**src/shared/oms_regs.svh**
```systemverilog
// register offsets, field positions, reset values for the operating mode select block
// assumes byte-wide register port with 20-bit address
`ifndef OMS_REGS_SVH
`define OMS_REGS_SVH
`define OMS_ADDR_W 20
`define OMS_MODE_RB_OFS 20'hEE011
`define OMS_SYSCTL_OFS 20'hEE012
`define OMS_AREA_W_OFS 20'hEE020
`define OMS_SYSCTL_RST 8'h09
`define OMS_AREA_W_RST 8'hFF
`define OMS_SYSCTL_RAMEN 0
`define OMS_MODE_RB_TOP 8'hC0
`endif

```
**src/shared/oms_pkg.sv**
```systemverilog
// types for the operating mode select block
// assumes nothing beyond the register header
package oms_pkg;
  typedef enum logic [2:0] {
    OMS_MODE_BAD = 3'h0,
    OMS_MODE_1 = 3'h1,
    OMS_MODE_2 = 3'h2,
    OMS_MODE_3 = 3'h3,
    OMS_MODE_4 = 3'h4,
    OMS_MODE_5 = 3'h5,
    OMS_MODE_6 = 3'h6,
    OMS_MODE_7 = 3'h7
  } oms_mode_t;
  typedef enum logic [1:0] {
    OMS_SPACE_64K = 2'h0,
    OMS_SPACE_1M = 2'h1,
    OMS_SPACE_16M = 2'h2
  } oms_space_t;
endpackage

```
**src/hdl/oms_top.sv**
```systemverilog
// operating mode decode, mode readback and system control registers
// assumes mode pins synchronous and steady during operation; byte register port
`timescale 1ns/1ns
`include "oms_regs.svh"
module oms_top (
  // clock and reset
  input wire logic sys_clk,
  input wire logic reset,
  input wire logic clk_en,
  // mode straps
  input wire logic [2:0] mode_select_pins,
  // register port
  input wire logic [`OMS_ADDR_W-1:0] reg_addr,
  input wire logic [7:0] reg_wdata,
  input wire logic reg_wr,
  input wire logic reg_rd,
  output logic [7:0] reg_rdata,
  // decoded mode and register outputs
  output logic [2:0] mode_num,
  output logic mode_valid,
  output logic [1:0] addr_space,
  output logic ext_bus_en,
  output logic int_rom_en,
  output logic ports_general,
  output logic bus_16bit,
  output logic ram_to_ext,
  output logic [7:0] area_16bit,
  output logic [7:0] system_control
);
  oms_pkg::oms_mode_t mode_q;
  logic [7:0] sysctl_q;
  logic [7:0] area_w_q;
  logic [7:0] rdata_q;
  logic expanded;

  // mode is taken continuously: pins must hold steady anyway
  always_ff @(posedge sys_clk or posedge reset) begin
    if (reset) begin
      mode_q <= oms_pkg::OMS_MODE_BAD;
    end else if (clk_en) begin
      mode_q <= oms_pkg::oms_mode_t'(mode_select_pins);
    end
  end

  assign expanded = (mode_q >= oms_pkg::OMS_MODE_1) && (mode_q <= oms_pkg::OMS_MODE_5);

  always_comb begin
    mode_num = mode_q;
    mode_valid = 1'b1;
    addr_space = oms_pkg::OMS_SPACE_16M;
    ext_bus_en = 1'b0;
    int_rom_en = 1'b0;
    ports_general = 1'b0;
    unique case (mode_q)
      oms_pkg::OMS_MODE_1, oms_pkg::OMS_MODE_2: begin
        addr_space = oms_pkg::OMS_SPACE_1M;
        ext_bus_en = 1'b1;
      end
      oms_pkg::OMS_MODE_3, oms_pkg::OMS_MODE_4: begin
        addr_space = oms_pkg::OMS_SPACE_16M;
        ext_bus_en = 1'b1;
      end
      oms_pkg::OMS_MODE_5: begin
        addr_space = oms_pkg::OMS_SPACE_16M;
        ext_bus_en = 1'b1;
        int_rom_en = 1'b1;
      end
      oms_pkg::OMS_MODE_6: begin
        addr_space = oms_pkg::OMS_SPACE_64K;
        int_rom_en = 1'b1;
        ports_general = 1'b1;
      end
      oms_pkg::OMS_MODE_7: begin
        addr_space = oms_pkg::OMS_SPACE_1M;
        int_rom_en = 1'b1;
        ports_general = 1'b1;
      end
      default: begin
        // all-zero code is illegal on the board side
        mode_valid = 1'b0;
      end
    endcase
  end

  // width register: one bit per area, 1 = 8-bit; only meaningful when expanded
  always_ff @(posedge sys_clk or posedge reset) begin
    if (reset) begin
      area_w_q <= `OMS_AREA_W_RST;
    end else if (clk_en && reg_wr && reg_addr == `OMS_AREA_W_OFS) begin
      area_w_q <= reg_wdata;
    end
  end

  // initial width from mode follows from the reset value of area_w_q being
  // overridden here: modes 2 and 4 start all areas at 16-bit
  logic init_done_q;
  logic [7:0] area_eff;
  always_ff @(posedge sys_clk or posedge reset) begin
    if (reset) begin
      init_done_q <= 1'b0;
    end else if (clk_en && reg_wr && reg_addr == `OMS_AREA_W_OFS) begin
      init_done_q <= 1'b1;
    end
  end
  always_comb begin
    area_eff = area_w_q;
    if (!init_done_q && (mode_q == oms_pkg::OMS_MODE_2 || mode_q == oms_pkg::OMS_MODE_4)) begin
      area_eff = 8'h00;
    end
  end
  assign area_16bit = expanded ? ~area_eff : 8'h00;
  assign bus_16bit = expanded && (area_eff != 8'hFF);

  always_ff @(posedge sys_clk or posedge reset) begin
    if (reset) begin
      sysctl_q <= `OMS_SYSCTL_RST;
    end else if (clk_en && reg_wr && reg_addr == `OMS_SYSCTL_OFS) begin
      sysctl_q <= reg_wdata;
    end
  end
  assign system_control = sysctl_q;
  assign ram_to_ext = expanded && !sysctl_q[`OMS_SYSCTL_RAMEN];

  // read data registered; pins sampled in the read cycle itself
  always_ff @(posedge sys_clk or posedge reset) begin
    if (reset) begin
      rdata_q <= 8'h00;
    end else if (clk_en) begin
      rdata_q <= 8'h00;
      if (reg_rd) begin
        unique case (reg_addr)
          `OMS_MODE_RB_OFS: rdata_q <= `OMS_MODE_RB_TOP | {5'h00, mode_select_pins};
          `OMS_SYSCTL_OFS: rdata_q <= sysctl_q;
          `OMS_AREA_W_OFS: rdata_q <= area_w_q;
          default: rdata_q <= 8'h00;
        endcase
      end
    end
  end
  assign reg_rdata = rdata_q;
endmodule

```
**config.mk**
```make
export PLATFORM = sky130hd
export DESIGN_NAME = oms_top
export DESIGN_NICKNAME = d
export VERILOG_FILES = /design/src/shared/oms_pkg.sv /design/src/hdl/oms_top.sv
export VERILOG_INCLUDE_DIRS = /design/src /design/src/shared
export SDC_FILE = /design/constraint.sdc
export NUM_CORES = 1
export LEC_CHECK = 0
export BUFFER_PORTS_ARGS = -buffer_cell sky130_fd_sc_hd__buf_4
export CORE_MARGIN = 2
export CORE_UTILIZATION = 49
export CTS_CLUSTER_SIZE = 14
export DETAILED_ROUTE_END_ITERATION = 6
export GPL_TIMING_DRIVEN = 0
export PLACE_DENSITY = 0.84
export SKIP_CTS_REPAIR_TIMING = 1
export SLEW_MARGIN = 10
export SYNTH_ARGS = -nofsm -noshare
export SYNTH_HDL_FRONTEND = slang
export SYNTH_SLANG_ARGS = --single-unit
```
**constraint.sdc**
```tcl
create_clock -name sys_clk -period 3.5 [get_ports sys_clk]
set_clock_uncertainty 0.05 [all_clocks]
set_input_delay 0.35 -clock sys_clk [delete_from_list [all_inputs] [get_ports sys_clk]]
set_output_delay 0.35 -clock sys_clk [all_outputs]
set_load 0.02 [all_outputs]
```
==> summary.md <==
| Metric | Value |
|---|---|
| Via count | `1335` |
| Cell Pwr Density | `roughly 320 nW/um^2` |
| Post-synthesis sequential area ratio | `0.480` |
| Data required, critical path | `3.10 ns` |
| Max rail drop VDD | `about 290 uV` |
| Vias/cell | `between 5 and 6` |
| Total of max-cap violations | `0` |
| Met3 Use GR | `0.0284` |
| DRC Markers | `0` |
| Leak pwr | `0.998 nW` |
| Post-synth EDFFs | `0` |
| Pre-antenna DRT Iters | `4` |
| Synth Area in Adders | `0` |
| Total chip power | `around 0.68 mW` |
| Die width | `between 50 and 60 microns` |
| Largest net degree at the start of global routing | `29` |
| Slew HR | `0.321` |
| Post-route insts no fill | `232` |
| Mean Syn Cell Area | `11.7 sq um` |
| Top post-synthesis cells by count | `18 x dfrtp_1, 11 x mux2_2, 10 x dfstp_2, 10 x inv_1` |
| GR met2 Demand/Resource | `0.460` |
| Hold Path Class | `input port to asynchronous set/reset pin` |
| Hold Violations, Final | `0` |
| Share of cells above drive strength 1 | `0.537` |
| # port buffers | `70` |
| Die area | `3490 sq um` |
| Final setup vio count | `0` |
| Status | `completed` |
| Pins over their slew limit | `0` |
| Clock insertion delay at the later pin of the skew report | `0.33 ns` |
| Multi-input logic area | `696 sq um` |
| Top post-synthesis cells by area | `dfrtp_1 30%, dfstp_2 18%, mux2_2 8.3%` |
| H-tree levels | `1` |
| Post-synth cell types | `35` |
| Initial cell density of the core | `0.525` |
| Most numerous cell in the Yosys netlist | `dfrtp_1` |
| Setup TNS | `0 ns` |
| Gr busiest metal | `met2` |
| Top FF cell, synth | `dfrtp_1` |
| CP arrival | `2.06 ns` |
| Num Clock Sinks | `28` |
| Final Critical Period | `roughly 2.5 ns` |
| WS Path Type | `register to primary output` |
| Clock tree buffer depth | `2` |
| First-pass GRT wire length | `6.41 mm` |
| Placed insts | `228` |
| ANT nets after route | `0` |
| GR Util All Layers | `0.247` |
| Final net count | `238` |
| # fillers | `approximately 210` |
| Placer Congestion | `about 0.78` |
| Largest family of logic cells by synthesized area | `multiplexers` |
| CP max FO | `10` |
| Clk root buf | `clkbuf_4` |
| CORE AREA | `2830 sq um` |
| Syn nets | `163` |
| Clock slew seen by the registers of the worst setup and hold paths | `roughly 0.15 ns` |
| Die H | `59.1 microns` |
| Crit end category | `primary output` |
| WL/cell | `17.3 microns` |
| N_diodes | `0` |
| Final worst path period share | `0.702` |
| Post-synth top area share | `0.303` |
| Worst slew pin tran | `1.02 ns` |
| Area Overhead vs Synth | `40.4%` |
| Post-synthesis simple-gate area fraction | `0.152` |
| Compound-cell area share of the yosys netlist | `0.135` |
| CTS tree | `built` |
| Mapped Area | `1490 sq um` |
| Post-synth top area cell | `dfrtp_1` |
| RSZ-0062 raised after global routing | `false` |
| DRT Wirelength | `about 4.0 mm` |
| Number of synthesized register bits | `28` |
| Row count | `19` |
| Max frequency | `0.407 GHz` |
| DRT iter0 DRCs | `55` |
| Met1 usage | `0.305` |
| Vias in the first global route | `between 1000 and 1500` |
| Syn. warnings | `0` |
| Asr flop ratio synth | `1.00` |
| CTS Buf Count | `3` |
| XOR/XNOR share of the synthesized area | `0.0177` |
| I/O pin cnt | `a little over 70` |
| Total global routing overflow | `0` |
| Mux contribution to synthesized area | `0.164` |
| Crit start category | `register` |
| Post-DP HPWL | `3.11 mm` |
| FF+latch area | `713 sq um` |
| Post-Synthesis Cells | `127` |
| Initial antenna violation count | `0` |
stage by stage:
stage / setup slack (ns) / hold slack [ns] / utilization / instance area, sq um
2_1_floorplan: 1.44 / 0.358 / - / 1490
3_3_place_gp: 1.48 / 0.395 / 0.724 / 2050
3_5_place_dp: 1.44 / 0.396 / 0.724 / 2050
4_1_cts: 1.05 / 0.196 / 0.737 / 2090
5_1_grt: 0.907 / 0.186 / 0.737 / 2090
6_report: 1.04 / 0.195 / 0.737 / 2090
area by class of cell:
type,instances,area share
inverters,10,0.0180
plain buffers,6,0.0186
flip-flops and latches,28,0.342
well taps,31,0.0186
multi-input cells,83,0.334
clock buffers,4,0.0174
repair buffers,70,0.252
worst max-delay path: stages, from the launching register on:
cell and delay [ns]:
dfrtp_1 0.40, buf_2 0.17, or3_1 0.40, nand2b_1 0.12, clkbuf_1 0.36, a21oi_1 0.10, buf_4 0.18
state kept, by name, summed over array words and instances, names as in the netlist:
register / cells
area_w_q: 8
reg_rdata: 8
system_control: 8
mode_num: 3
init_done_q: 1
cell families (layout without fill, tap and decap cells):
group	after synthesis	in the layout
compound gates	30	30
xor+xnor	3	3
buf+inv	16	90
flops	28	28
mux	19	19
simple gates	31	31
routing by layer:
metal | wire length (microns) | vias up
met4 | 50 | 0
li1 | - | 621
met5 | 0 | -
met3 | 298 | 7
met2 | 2120 | 66
met1 | 1560 | 641
power breakdown:
part / switching [mW] / internal, mW
sequential: 0.00540 / 0.328
clock: 0.0945 / 0.0637
combinational: 0.0981 / 0.0858
cell usage in the layout (no fill, tap or decap):
master / instances
buf_4: 70
dfrtp_1: 18
mux2_2: 11
inv_1: 10
dfstp_2: 10
mux2_4: 8
o22ai_1: 8
a21oi_1: 8
and3_1: 5
a22oi_1: 5
clkbuf_1: 3
nor2b_1: 3
a222oi_1: 3
xnor2_1: 3
clkbuf_4: 3
nor4b_1: 2
nor4_1: 2
buf_6: 2
and2_1: 2
nand4_1: 2
nand2b_1: 2
a21o_1: 2
or3_1: 2
nand3_1: 2
nor2_1: 2
nor4bb_1: 1
and4b_1: 1
and4bb_1: 1
nor4b_4: 1
o311ai_0: 1
nand3_2: 1
nand2_1: 1
and2b_1: 1
buf_2: 1
a31oi_1: 1
o21ai_0: 1
o21a_1: 1
clkbuf_8: 1
path summary, 6_finish.rpt:
path | cells past startpoint | slack [ns] | from | end
min reg2reg | 1 | 0.43 | init_done_q | init_done_q
max | 6 | 1.04 | mode_num[1] | area_16bit[6]
min | 2 | 0.19 | reset | system_control[7]
max in group asynchronous | 2 | 2.59 | reset | mode_num[1]
min in group sys_clk | 2 | 0.20 | reg_wdata[0] | system_control[0]
max reg2reg | 2 | 2.39 | system_control[1] | reg_rdata[1]
(Power assumes the default switching activity.)
